## src/design/spm_pkg.sv

```systemverilog
package spm_pkg;

    // register indices; byte address on the bus is four times the index
    localparam int unsigned SPM_ADDR_W       = 16;
    localparam int unsigned SPM_IDX_W        = 14;
    localparam logic [13:0] SPM_IDX_CLK_DIV  = 14'h3000;
    localparam logic [13:0] SPM_IDX_CLK_CTL  = 14'h3001;
    localparam logic [13:0] SPM_IDX_SEL_LO   = 14'h3002;
    localparam logic [13:0] SPM_IDX_SEL_HI   = 14'h3003;
    localparam logic [13:0] SPM_IDX_CMD_LO   = 14'h3004;
    localparam logic [13:0] SPM_IDX_CMD_HI   = 14'h3005;
    localparam logic [13:0] SPM_IDX_STAT_LO  = 14'h3006;
    localparam logic [13:0] SPM_IDX_STAT_HI  = 14'h3007;
    localparam logic [13:0] SPM_IDX_DAT_LO   = 14'h3008;
    localparam logic [13:0] SPM_IDX_DAT_HI   = 14'h3009;

    localparam int unsigned SPM_REG_W        = 16;
    localparam int unsigned SPM_DATA_W       = 32;
    localparam int unsigned SPM_NUM_SEL      = 4;
    localparam int unsigned SPM_SEL_CFG_W    = 8;
    localparam int unsigned SPM_LEN_W        = 5;
    localparam int unsigned SPM_FRAME_W      = 12;

    // reset values
    localparam logic [15:0] SPM_RST_REG      = 16'h0000;
    localparam logic [31:0] SPM_RST_WORD     = 32'h0000_0000;

    // divider: half serial period in system clocks, never below three;
    // the receive synchroniser needs two clocks after each launch edge
    localparam logic [15:0] SPM_MIN_HALF     = 16'h0003;

    // serial_clock_control fields
    localparam int unsigned SPM_CTL_LOOP_BIT = 0;

    // transfer_command_low fields
    localparam int unsigned SPM_CMD_FRAME_LSB = 0;
    localparam int unsigned SPM_CMD_IRQ_BIT   = 14;

    // transfer_command_high fields
    localparam int unsigned SPM_CMD_LEN_LSB   = 0;
    localparam int unsigned SPM_CMD_SEL_LSB   = 8;
    localparam int unsigned SPM_CMD_START_BIT = 15;

    // port_status_low fields
    localparam int unsigned SPM_ST_BUSY_BIT   = 0;
    localparam int unsigned SPM_ST_CHAR_BIT   = 1;
    localparam int unsigned SPM_ST_FRAME_BIT  = 2;

    // per-select configuration, one byte each, low five bits used
    typedef struct packed {
        logic [1:0] dly;       // select-to-data delay in serial periods
        logic       cs_high;   // 1: select is active high
        logic       cpol;      // clock polarity
        logic       cpha;      // clock phase
    } spm_sel_cfg_t;

    localparam int unsigned SPM_SEL_FLD_W = $bits(spm_sel_cfg_t);

    typedef enum logic [1:0] {
        SPM_ST_IDLE  = 2'b00,
        SPM_ST_LEAD  = 2'b01,
        SPM_ST_SHIFT = 2'b10,
        SPM_ST_TRAIL = 2'b11
    } spm_state_t;

endpackage

```

## src/design/spm_spi_master.sv

```systemverilog
`timescale 1ns/1ns
module spm_spi_master
    import spm_pkg::*;
(
    input  wire logic        pclk,              // system clock
    input  wire logic        presetn,           // async reset, active low
    input  wire logic        psel,              // apb select
    input  wire logic        penable,           // apb enable
    input  wire logic        pwrite,            // apb direction
    input  wire logic [15:0] paddr,             // apb byte address
    input  wire logic [31:0] pwdata,            // apb write data
    output logic      [31:0] prdata,            // apb read data
    output logic             pready,            // apb ready
    output logic             pslverr,           // apb error
    output logic             serial_clock_out,  // serial clock
    output logic             serial_data_out,   // transmit line
    input  wire logic        serial_data_in,    // receive line
    output logic [3:0]       slave_select_out,  // four selects
    output logic             char_irq           // character-done pulse
);

    ////////////////////////////////////////////////////////////////////////
    // register storage
    logic [15:0]  div_q;
    logic [15:0]  ctl_q;
    logic [15:0]  sel_lo_q;
    logic [15:0]  sel_hi_q;
    logic [15:0]  cmd_lo_q;
    logic [15:0]  cmd_hi_q;
    logic [31:0]  tx_q;
    logic [31:0]  rx_q;
    logic [31:0]  prdata_q;
    logic         char_done_q;
    logic         char_done_d;
    logic         frame_done_q;
    logic         frame_done_d;
    logic         irq_q;

    // engine state
    spm_state_t   state_q;
    spm_state_t   state_d;
    logic [15:0]  hcnt_q;
    logic [15:0]  hcnt_d;
    logic [2:0]   lead_q;
    logic [2:0]   lead_d;
    logic         sclk_q;
    logic         sclk_d;
    logic         mosi_q;
    logic         mosi_d;
    logic [4:0]   bidx_q;
    logic [4:0]   bidx_d;
    logic [31:0]  sh_q;
    logic [31:0]  sh_d;
    logic [31:0]  rsh_q;
    logic [31:0]  rsh_d;
    logic [31:0]  rx_d;
    logic [11:0]  left_q;
    logic [11:0]  left_d;
    logic [1:0]   asel_q;
    logic [1:0]   asel_d;
    logic [4:0]   alen_q;
    logic [4:0]   alen_d;
    spm_sel_cfg_t acfg_q;
    spm_sel_cfg_t acfg_d;
    logic         char_end;
    logic         frame_end;
    logic         rx_s1_q;
    logic         rx_s2_q;
    logic [3:0]   ss_q;

    ////////////////////////////////////////////////////////////////////////
    // apb decode; word index from the byte address
    wire [13:0] widx      = paddr[15:2];
    wire        aligned   = (paddr[1:0] == 2'b00);
    wire        hit_div   = aligned && (widx == SPM_IDX_CLK_DIV);
    wire        hit_ctl   = aligned && (widx == SPM_IDX_CLK_CTL);
    wire        hit_sello = aligned && (widx == SPM_IDX_SEL_LO);
    wire        hit_selhi = aligned && (widx == SPM_IDX_SEL_HI);
    wire        hit_cmdlo = aligned && (widx == SPM_IDX_CMD_LO);
    wire        hit_cmdhi = aligned && (widx == SPM_IDX_CMD_HI);
    wire        hit_stlo  = aligned && (widx == SPM_IDX_STAT_LO);
    wire        hit_sthi  = aligned && (widx == SPM_IDX_STAT_HI);
    wire        hit_datlo = aligned && (widx == SPM_IDX_DAT_LO);
    wire        hit_dathi = aligned && (widx == SPM_IDX_DAT_HI);
    wire        mapped    = hit_div | hit_ctl | hit_sello | hit_selhi |
                            hit_cmdlo | hit_cmdhi | hit_stlo | hit_sthi |
                            hit_datlo | hit_dathi;
    wire        setup_rd  = psel && !penable && !pwrite;
    wire        acc       = psel && penable;
    wire        wr_ok     = acc && pwrite && mapped;
    wire        rd_ok     = acc && !pwrite && mapped;
    wire [15:0] wlo       = pwdata[15:0];

    // zero-wait slave; read data is captured in the setup cycle
    assign pready  = 1'b1;
    assign pslverr = acc && !mapped;
    assign prdata  = prdata_q;

    // status read clears the sticky flags at the completing edge
    wire clr_flags = rd_ok && hit_stlo;
    wire busy      = (state_q != SPM_ST_IDLE);

    ////////////////////////////////////////////////////////////////////////
    // read mux: sixteen-bit registers sit in the low half
    logic [15:0] rmux;
    wire  [15:0] stat_lo = {13'h0000, frame_done_q, char_done_q, busy};
    wire  [15:0] stat_hi = {4'h0, left_q};
    wire  [15:0] cmd_hi_rd = {1'b0, cmd_hi_q[14:0]};
    assign rmux = hit_div   ? div_q     :
                  hit_ctl   ? ctl_q     :
                  hit_sello ? sel_lo_q  :
                  hit_selhi ? sel_hi_q  :
                  hit_cmdlo ? cmd_lo_q  :
                  hit_cmdhi ? cmd_hi_rd :
                  hit_stlo  ? stat_lo   :
                  hit_sthi  ? stat_hi   :
                  hit_datlo ? rx_q[15:0] :
                  hit_dathi ? rx_q[31:16] :
                  SPM_RST_REG;

    always_ff @(posedge pclk or negedge presetn) begin
        if (!presetn) begin
            prdata_q <= SPM_RST_WORD;
        end else if (setup_rd) begin
            prdata_q <= {16'h0000, rmux};
        end
    end

    ////////////////////////////////////////////////////////////////////////
    // software-written registers; data moves only by cpu access
    always_ff @(posedge pclk or negedge presetn) begin
        if (!presetn) begin
            div_q    <= SPM_RST_REG;
            ctl_q    <= SPM_RST_REG;
            sel_lo_q <= SPM_RST_REG;
            sel_hi_q <= SPM_RST_REG;
            cmd_lo_q <= SPM_RST_REG;
            cmd_hi_q <= SPM_RST_REG;
            tx_q     <= SPM_RST_WORD;
        end else if (wr_ok) begin
            if (hit_div)   div_q           <= wlo;
            if (hit_ctl)   ctl_q           <= wlo;
            if (hit_sello) sel_lo_q        <= wlo;
            if (hit_selhi) sel_hi_q        <= wlo;
            if (hit_cmdlo) cmd_lo_q        <= wlo;
            if (hit_cmdhi) cmd_hi_q        <= wlo;
            if (hit_datlo) tx_q[15:0]      <= wlo;
            if (hit_dathi) tx_q[31:16]     <= wlo;
        end
    end

    ////////////////////////////////////////////////////////////////////////
    // configuration views; a new command uses the value being written
    wire [31:0]   sel_all  = {sel_hi_q, sel_lo_q};
    wire [15:0]   cmd_new  = wlo;
    wire [1:0]    new_sel  = cmd_new[SPM_CMD_SEL_LSB +: 2];
    wire [4:0]    new_len  = cmd_new[SPM_CMD_LEN_LSB +: SPM_LEN_W];
    wire [1:0]    cur_sel  = cmd_hi_q[SPM_CMD_SEL_LSB +: 2];
    wire spm_sel_cfg_t new_cfg =
        spm_sel_cfg_t'(sel_all[SPM_SEL_CFG_W*new_sel +: SPM_SEL_FLD_W]);
    wire spm_sel_cfg_t cur_cfg =
        spm_sel_cfg_t'(sel_all[SPM_SEL_CFG_W*cur_sel +: SPM_SEL_FLD_W]);
    wire          start    = wr_ok && hit_cmdhi &&
                             cmd_new[SPM_CMD_START_BIT] && !busy;
    wire          loopback = ctl_q[SPM_CTL_LOOP_BIT];

    // half period clamped: period stays above four clocks and the
    // synchronised receive bit has settled before it is sampled
    wire [15:0] half    = (div_q < SPM_MIN_HALF) ? SPM_MIN_HALF : div_q;
    wire [15:0] half_m1 = half - 16'h0001;
    wire        tick    = (hcnt_q == 16'h0000);
    wire        leading = (sclk_q == acfg_q.cpol);
    // loopback ignores the pin entirely
    wire        rx_bit  = loopback ? mosi_q : rx_s2_q;
    wire [2:0]  lead_last = {acfg_q.dly, 1'b0};
    wire [31:0] rsh_in  = {rsh_q[30:0], rx_bit};

    ////////////////////////////////////////////////////////////////////////
    // receive pin synchroniser; only the second stage is read
    always_ff @(posedge pclk or negedge presetn) begin
        if (!presetn) begin
            rx_s1_q <= 1'b0;
            rx_s2_q <= 1'b0;
        end else begin
            rx_s1_q <= serial_data_in;
            rx_s2_q <= rx_s1_q;
        end
    end

    ////////////////////////////////////////////////////////////////////////
    // serial engine next state
    always_comb begin
        state_d   = state_q;
        lead_d    = lead_q;
        sclk_d    = sclk_q;
        mosi_d    = mosi_q;
        bidx_d    = bidx_q;
        sh_d      = sh_q;
        rsh_d     = rsh_q;
        rx_d      = rx_q;
        left_d    = left_q;
        asel_d    = asel_q;
        alen_d    = alen_q;
        acfg_d    = acfg_q;
        char_end  = 1'b0;
        frame_end = 1'b0;
        // divider runs freely only inside a frame
        hcnt_d    = (state_q == SPM_ST_IDLE || tick) ? half_m1
                                                     : hcnt_q - 16'h0001;
        unique case (state_q)
            SPM_ST_IDLE: begin
                sclk_d = cur_cfg.cpol;
                if (start) begin
                    asel_d  = new_sel;
                    alen_d  = new_len;
                    acfg_d  = new_cfg;
                    left_d  = cmd_lo_q[SPM_CMD_FRAME_LSB +: SPM_FRAME_W];
                    sclk_d  = new_cfg.cpol;
                    sh_d    = tx_q;
                    bidx_d  = new_len;
                    mosi_d  = tx_q[new_len];
                    rsh_d   = SPM_RST_WORD;
                    lead_d  = 3'b000;
                    state_d = SPM_ST_LEAD;
                end
            end
            SPM_ST_LEAD: begin
                // first edge one period plus delay after select; the
                // last half period of that is the first tick of SHIFT
                if (tick) begin
                    lead_d = lead_q + 3'b001;
                    if (lead_q == lead_last) begin
                        state_d = SPM_ST_SHIFT;
                    end
                end
            end
            SPM_ST_SHIFT: begin
                if (tick) begin
                    sclk_d = ~sclk_q;
                    if (leading) begin
                        if (acfg_q.cpha) begin
                            mosi_d = sh_q[bidx_q];
                        end else begin
                            rsh_d = rsh_in;
                        end
                    end else begin
                        if (acfg_q.cpha) begin
                            rsh_d = rsh_in;
                        end
                        if (bidx_q == 5'd0) begin
                            char_end = 1'b1;
                            rx_d     = acfg_q.cpha ? rsh_in : rsh_q;
                            if (left_q == 12'h000) begin
                                state_d = SPM_ST_TRAIL;
                            end else begin
                                // next character follows without a gap
                                left_d = left_q - 12'h001;
                                sh_d   = tx_q;
                                bidx_d = alen_q;
                                rsh_d  = SPM_RST_WORD;
                                if (!acfg_q.cpha) begin
                                    mosi_d = tx_q[alen_q];
                                end
                            end
                        end else begin
                            bidx_d = bidx_q - 5'd1;
                            if (!acfg_q.cpha) begin
                                mosi_d = sh_q[bidx_q - 5'd1];
                            end
                        end
                    end
                end
            end
            SPM_ST_TRAIL: begin
                // select stays active one half period past the last edge
                if (tick) begin
                    frame_end = 1'b1;
                    state_d   = SPM_ST_IDLE;
                end
            end
        endcase
    end

    ////////////////////////////////////////////////////////////////////////
    // serial engine registers
    always_ff @(posedge pclk or negedge presetn) begin
        if (!presetn) begin
            state_q <= SPM_ST_IDLE;
            hcnt_q  <= SPM_RST_REG;
            lead_q  <= 3'b000;
            sclk_q  <= 1'b0;
            mosi_q  <= 1'b0;
            bidx_q  <= 5'd0;
            sh_q    <= SPM_RST_WORD;
            rsh_q   <= SPM_RST_WORD;
            rx_q    <= SPM_RST_WORD;
            left_q  <= 12'h000;
            asel_q  <= 2'b00;
            alen_q  <= 5'd0;
            acfg_q  <= '0;
        end else begin
            state_q <= state_d;
            hcnt_q  <= hcnt_d;
            lead_q  <= lead_d;
            sclk_q  <= sclk_d;
            mosi_q  <= mosi_d;
            bidx_q  <= bidx_d;
            sh_q    <= sh_d;
            rsh_q   <= rsh_d;
            rx_q    <= rx_d;
            left_q  <= left_d;
            asel_q  <= asel_d;
            alen_q  <= alen_d;
            acfg_q  <= acfg_d;
        end
    end

    ////////////////////////////////////////////////////////////////////////
    // sticky status flags; a new event beats a clearing read
    // only a flag that the read returned set is cleared, so an event
    // landing between setup and access is not lost
    wire clr_char  = clr_flags && prdata_q[SPM_ST_CHAR_BIT];
    wire clr_frame = clr_flags && prdata_q[SPM_ST_FRAME_BIT];
    assign char_done_d  = char_end  | (char_done_q  & ~clr_char);
    assign frame_done_d = frame_end | (frame_done_q & ~clr_frame);

    always_ff @(posedge pclk or negedge presetn) begin
        if (!presetn) begin
            char_done_q  <= 1'b0;
            frame_done_q <= 1'b0;
            irq_q        <= 1'b0;
        end else begin
            char_done_q  <= char_done_d;
            frame_done_q <= frame_done_d;
            irq_q        <= char_end && cmd_lo_q[SPM_CMD_IRQ_BIT];
        end
    end

    ////////////////////////////////////////////////////////////////////////
    // select outputs; unselected ones rest at their own inactive level
    genvar gi;
    generate
        for (gi = 0; gi < SPM_NUM_SEL; gi++) begin : g_sel
            wire spm_sel_cfg_t own_cfg =
                spm_sel_cfg_t'(sel_all[SPM_SEL_CFG_W*gi +: SPM_SEL_FLD_W]);
            wire act = (state_d != SPM_ST_IDLE) && (asel_d == 2'(gi));
            always_ff @(posedge pclk or negedge presetn) begin
                if (!presetn) begin
                    ss_q[gi] <= 1'b1;
                end else begin
                    ss_q[gi] <= act ? acfg_d.cs_high : ~own_cfg.cs_high;
                end
            end
        end
    endgenerate

    // all pin outputs straight from flops
    assign slave_select_out = ss_q;
    assign serial_clock_out = sclk_q;
    assign serial_data_out  = mosi_q;
    assign char_irq         = irq_q;

endmodule // spm_spi_master

```

## config.mk

```make
export PLATFORM = sky130hd
export DESIGN_NAME = spm_spi_master
export DESIGN_NICKNAME = d
export VERILOG_FILES = /design/src/design/spm_pkg.sv /design/src/design/spm_spi_master.sv
export SDC_FILE = /design/constraint.sdc
export NUM_CORES = 1
export LEC_CHECK = 0
export BUFFER_PORTS_ARGS = -buffer_cell sky130_fd_sc_hd__buf_4
export CAP_MARGIN = 40
export CORE_UTILIZATION = 35
export CTS_CLUSTER_SIZE = 14
export DETAILED_ROUTE_END_ITERATION = 12
export HOLD_SLACK_MARGIN = 0.15
export PLACE_DENSITY = 0.53
export RECOVER_POWER = 25
export SLEW_MARGIN = 20
export SYNTH_ARGS = -nofsm -noshare
export SYNTH_HDL_FRONTEND = slang
export SYNTH_SLANG_ARGS = --single-unit
```

## constraint.sdc

```tcl
create_clock -name pclk -period 5.6 [get_ports pclk]
set_input_delay 1.12 -clock pclk [delete_from_list [all_inputs] [get_ports pclk]]
set_output_delay 1.12 -clock pclk [all_outputs]
set_load 0.02 [all_outputs]
```

# Word-level counts from Yosys, hierarchy flattened
# Cells that the tools add are included.
[totals]
inputBits = 54
wordCells = 242
regBits = 300
[op_classes]
n_mux = 85
n_shift = 2
add_sub_neg = 5
order_cmp = 5
reduce_logical = 60
n_bitwise = 21
eq_ne = 30
[ops]
columns = ["cell", "n"]
rows = [
  ["$mux 32", 12],
  ["$mux 16", 12],
  ["$eq 14x14->1 const B", 10],
  ["$pmux 32 s2", 2],
  ["$mux 12", 5],
  ["$shiftx 32x6->2", 1],
  ["$shiftx 32x6->5", 1],
  ["$sub 16x1->16 const B", 2],
  ["$logic_and 1x1->1", 29],
  ["$mux 1", 25],
  ["$mux 5", 5],
  ["$lt 5x6->1 const B", 4],
  ["$pmux 12 s2", 1],
  ["$bmux 1 s5", 4],
  ["$mux 2", 10],
  ["$reduce_and 2->1", 10],
  ["$logic_not 16->1", 1],
  ["$lt 16x2->1 const B", 1],
  ["$logic_not 12->1", 1],
  ["$mux 3", 4],
  ["$ne 2x2->1 const B", 6],
  ["$ne 4x4->1 const B", 3],
  ["$sub 12x1->12 const B", 1],
  ["$or 1x1->1", 11],
  ["23 further kinds", 47],
]

# Logic depth before layout (Yosys ltp)
[logic_depth]
depth_word = 20
mapped_depth = 14
ltp_nobuf = 10

# Worst setup path before layout
# OpenSTA, ideal clock, no wires.
[synth_timing]
path_type = "register to register"
startpoint = "register hcnt_q[13]"
endpoint = "register hcnt_q[12]"
period_less_slack_ns = 3.454
slack_ns = 2.146
required_ns = 5.513
setup_time_ns = 0.087
path_stages_with_launch = 13
arrival_ns = 3.367
cell_sequence = "dfrtp_1 > or4_4 > nor4_4 > a21oi_1 > clkbuf_1 > clkbuf_1 > clkbuf_1 > a21oi_1 > ha_1 > clkbuf_1 > nand3b_1 > or4b_1 > o211ai_1"
[synth_between]
elab_chain_cells = 3
[synth_lines]
columns = ["item", "line_no", "source"]
rows = [
  ["start: declaration", "spm_spi_master.sv:42", "logic [15:0] hcnt_q;"],
  ["start signal: assignment", "spm_spi_master.sv:303", "hcnt_q <= hcnt_d;"],
  ["$logic_not 16->1", "spm_spi_master.sv:171", "wire tick = (hcnt_q == 16'h0000);"],
  ["$logic_or 1x1->1", "spm_spi_master.sv:208", "hcnt_d = (state_q == SPM_ST_IDLE || tick) ? half_m1"],
  ["$mux 16", "spm_spi_master.sv:208", ""],
  ["via hcnt_d[12]", "spm_spi_master.sv:43", "logic [15:0] hcnt_d;"],
]
# The timed path passes the listed nets, and every way through them passes these cells.
# A chain may end at the register's enable or synchronous reset.

==> flow_metrics.env <==
export IMPL_run_status="complete, but fails checks"
export IMPL_violations="max-capacitance violations, max-slew violations"
export IMPL_combinationalPowerShare=0.084
export IMPL_total_leakage_power_nw=8.416
export IMPL_fp_row_count=76
export IMPL_post_route_setup_tns_ns=0
export IMPL_htree_num_levels=2
export IMPL_syn_avg_cell_area_sq_um=10.72
export IMPL_pin_count_of_the_biggest_net_entering_global_routing=104
export IMPL_num_io_pins=95
export IMPL_skew_ns=0.02125
export IMPL_detailedPlace_worstSlack_ns=1.460
export IMPL_most_common_library_cells_after_synthesis="sky130_fd_sc_hd__dfrtp_1, sky130_fd_sc_hd__nand2_1, sky130_fd_sc_hd__mux2_2"
export IMPL_cell_with_the_most_instances_after_synthesis="sky130_fd_sc_hd__dfrtp_1"
export IMPL_post_route_cells_drive_above_1_share=0.2295
export IMPL_fp_coreArea_sq_um=43360
export IMPL_cts_sinks=300
export IMPL_synth_area_leaders="sky130_fd_sc_hd__dfrtp_1, sky130_fd_sc_hd__mux2_2, sky130_fd_sc_hd__mux2i_1"
export IMPL_worst_ep_required_time_ns=5.91
export IMPL_clockBufferDepth=3
export IMPL_sequentialPowerShare=0.438
export IMPL_die_width_um=212.5
export IMPL_num_antenna_cells=0
export IMPL_drc=0
export IMPL_clk_root_buffer_cell="sky130_fd_sc_hd__clkbuf_16"
export IMPL_cap_viol_max_count=2
export IMPL_grt_pass1_vias=11390
export IMPL_route_top_layer_used="met4"
export IMPL_cts_resized_gates=0
export IMPL_met3WireLength_um=2844
export IMPL_synth_seq_area_share=0.4846
export IMPL_post_route_worst_setup_slack_ns=1.765
export IMPL_die_area_sq_um=45140
export IMPL_max_freq_mhz=260.8
export IMPL_antenna_violations_before_repair=0
export IMPL_cell_count_after_synthesis=1446
export IMPL_critical_path_max_stage_delay_ns=1.65
export IMPL_final_min_clock_period_ns=3.835
export IMPL_mappedNetlistArea_sq_um=15500
export IMPL_final_core_utilization=0.4114
export IMPL_fillerInstances=4227
export IMPL_nets_finish=1532
export IMPL_cp_cell_sequence="clkbuf_2, clkbuf_1"
export IMPL_min_path_type="reg -> reg"
export IMPL_routed_wirelength_um=44060
export IMPL_grt_setup_unrepaired="no"
export IMPL_cts_made_buffers=38
export IMPL_synth_top_cell_area_share=0.4778
export IMPL_groute_usage_overall=0.2004
export IMPL_worstSetupEndpointType="async pin"
export IMPL_synth_enable_flop_cells=0
export IMPL_final_setup_viol_count=0
export IMPL_detail_route_first_pass_iterations=5
export IMPL_slew_violations=123
export IMPL_setup_worst_path_start_class="input pin"
export IMPL_switchingPower_mw=1.308
export IMPL_avg_wl_per_cell_um=21.10
export IMPL_cts_repair_timing_setup_buffer_count=0
export IMPL_power_clock_fraction=0.478
export IMPL_finalHoldWorstSlack_ns=0.3618
export IMPL_met1_length_um=19800
export IMPL_crit_path_arrival_time_ns=4.15
export IMPL_worst_path_dominant_cell_family="buffers and inverters"
export IMPL_cts_hold_buffers_added=0
export IMPL_first_iter_violations=835
export IMPL_die_y_um=212.5
export IMPL_io_port_bufs=61
export IMPL_post_drt_via_cell_ratio=5.550
export IMPL_tritoncts="yes"
export IMPL_met2WireLength_um=20320
export IMPL_clock_pin_slew_of_the_registers_on_the_worst_case_setup_and_hold_paths_ns=0.05
export IMPL_yosysWarningCount=0
export IMPL_min_period_over_period=0.6848
export IMPL_ys_flop_type="sky130_fd_sc_hd__dfrtp_1"
export IMPL_via_count=11590
export IMPL_p_int_mw=3.933
export IMPL_library_cell_occupying_the_most_area_in_the_post_synthesis_netlist="sky130_fd_sc_hd__dfrtp_1"
export IMPL_worst_slew_pin_transition_ns=2.465
export IMPL_postSynth_asyncResetShare=1.000
export IMPL_sw_frac_of_total=0.2496
export IMPL_worst_path_max_fanout=90
export IMPL_synth_lib_cells_used_distinct=74
export IMPL_max_ir_drop_vdd_uv=171.6
export IMPL_worst_path_max_delay_cell="sky130_fd_sc_hd__clkbuf_2"
export IMPL_power_density_nw_per_um2=293.8
export IMPL_postSynthRegisterBits=300
export IMPL_critical_path_n_buffers_inverters=2
export IMPL_max_slew_margin=-0.6430
export IMPL_routabilityCongestion=0.8930
export IMPL_layout_area_overhead_vs_synth_pct=15.06
export IMPL_critPathKind="in -> async"
export IMPL_hold_viol=0
export IMPL_antenna_left=0
export IMPL_dp_hpwl_um=30080
export IMPL_grt_first_pass_wirelength_um=69190
export IMPL_overflow=0
export IMPL_starting_density=0.3575
export IMPL_clk_insertion_delay_late_ns=0.54
-- power groups by stage --
stage | Combinational [mW] | Clock (mW) | Sequential [mW]
detailed placement | 0.442 | 0 | 2.33
global placement | 0.428 | 0 | 2.34
global route | 0.487 | 2.66 | 2.30
floorplan | 0.261 | 0 | 2.32
CTS | 0.444 | 2.57 | 2.29
finish | 0.438 | 2.51 | 2.30
-- metal layers --
metal,up-vias,track usage
li1,5301,-
met1,5879,0.2835
met2,348,0.3117
met3,60,0.03722
met4,0,0.05805
met5,-,0
-- final cells by class --
cell class | count | area [sq um] | share of cell area
Multi-Input combinational cell | 1031 | 7507 | 0.4209
Tap cell | 585 | 732.0 | 0.04104
Clock inverter | 18 | 201.4 | 0.01129
Inverter | 15 | 56.30 | 0.003157
Clock buffer | 51 | 1111 | 0.06229
Timing Repair Buffer | 88 | 715.7 | 0.04012
Sequential cell | 300 | 7513 | 0.4212
-- flip-flops by register name, indices dropped and copies added, names as in the netlist, 2 cells and up --
signal and count:
cmd_lo_q 16, sel_hi_q 16, prdata 16, state_q 2, acfg_q 5, bidx_q 5, tx_q 32, cmd_hi_q 15
hcnt_q 16, lead_q 3, left_q 12, slave_select_out 4, div_q 16, rsh_q 32, sh_q 32, rx_q 32
ctl_q 16, alen_q 5, asel_q 2, sel_lo_q 16
-- cell usage in the layout, fill, tap and decap left out, types with 6 or more instances in the layout --
cell type and n:
sky130_fd_sc_hd__or4_1 10, sky130_fd_sc_hd__nor3b_1 6, sky130_fd_sc_hd__o221ai_1 8, sky130_fd_sc_hd__nor2_1 102, sky130_fd_sc_hd__xor2_1 15, sky130_fd_sc_hd__nor3_1 12, sky130_fd_sc_hd__nand2b_1 14, sky130_fd_sc_hd__buf_4 75
sky130_fd_sc_hd__clkinv_2 9, sky130_fd_sc_hd__o211ai_1 11, sky130_fd_sc_hd__a211oi_1 12, sky130_fd_sc_hd__nor2b_1 10, sky130_fd_sc_hd__dfrtp_1 295, sky130_fd_sc_hd__mux2i_1 87, sky130_fd_sc_hd__clkbuf_8 9, sky130_fd_sc_hd__inv_1 15
sky130_fd_sc_hd__and2_1 10, sky130_fd_sc_hd__xnor2_1 9, sky130_fd_sc_hd__a22o_1 31, sky130_fd_sc_hd__a31oi_1 10, sky130_fd_sc_hd__o22ai_1 20, sky130_fd_sc_hd__clkbuf_16 39, sky130_fd_sc_hd__mux4_2 37, sky130_fd_sc_hd__mux2_2 122
sky130_fd_sc_hd__a21oi_1 65, sky130_fd_sc_hd__conb_1 17, sky130_fd_sc_hd__o21ai_0 59, sky130_fd_sc_hd__or3_1 13, sky130_fd_sc_hd__o31ai_1 11, sky130_fd_sc_hd__nand3_1 26, sky130_fd_sc_hd__a221o_1 16, sky130_fd_sc_hd__nand2_1 203
sky130_fd_sc_hd__buf_8 6
-- path summary, 6_finish.rpt --
check | slack, ns | start | to | cells after the start
max in group pclk | 1.91 | paddr[3] | pslverr | 5
max | 1.77 | presetn | tx_q[30]$_DFFE_PN0P_ | 2
min in group asynchronous | 1.30 | presetn | sh_q[5]$_DFFE_PN0P_ | 1
min reg2reg | 0.36 | rx_s1_q$_DFF_PN0_ | rx_s2_q$_DFF_PN0_ | 0
max reg2reg | 1.96 | bidx_q[0]$_DFFE_PN0P_ | left_q[2]$_DFFE_PN0P_ | 10
min | 0.36 | rx_s1_q$_DFF_PN0_ | rx_s2_q$_DFF_PN0_ | 0
-- stage by stage --
stage	instance area (sq um)	total power, mW	cells
2_1_floorplan	15560	2.580	1461
3_3_place_gp	16420	2.765	2011
3_5_place_dp	16520	2.775	2017
4_1_cts	17830	5.308	2086
5_1_grt	17840	5.454	2088
6_report	17840	5.241	2088
-- cell families after synthesis --
kind of cell | after synthesis | share of synthesized area
AO/OA/AOI/OAI | 280 | 0.1215
XOR/XNOR | 24 | 0.01356
adder cells (fa/ha/maj) | 4 | 0.003229
buffers and inverters | 130 | 0.03664
flip-flops | 300 | 0.4846
multiplexers | 246 | 0.1985
other | 2 | 0.0004844
AND/OR/NAND/NOR | 460 | 0.1415
(Power assumes the default switching activity.)
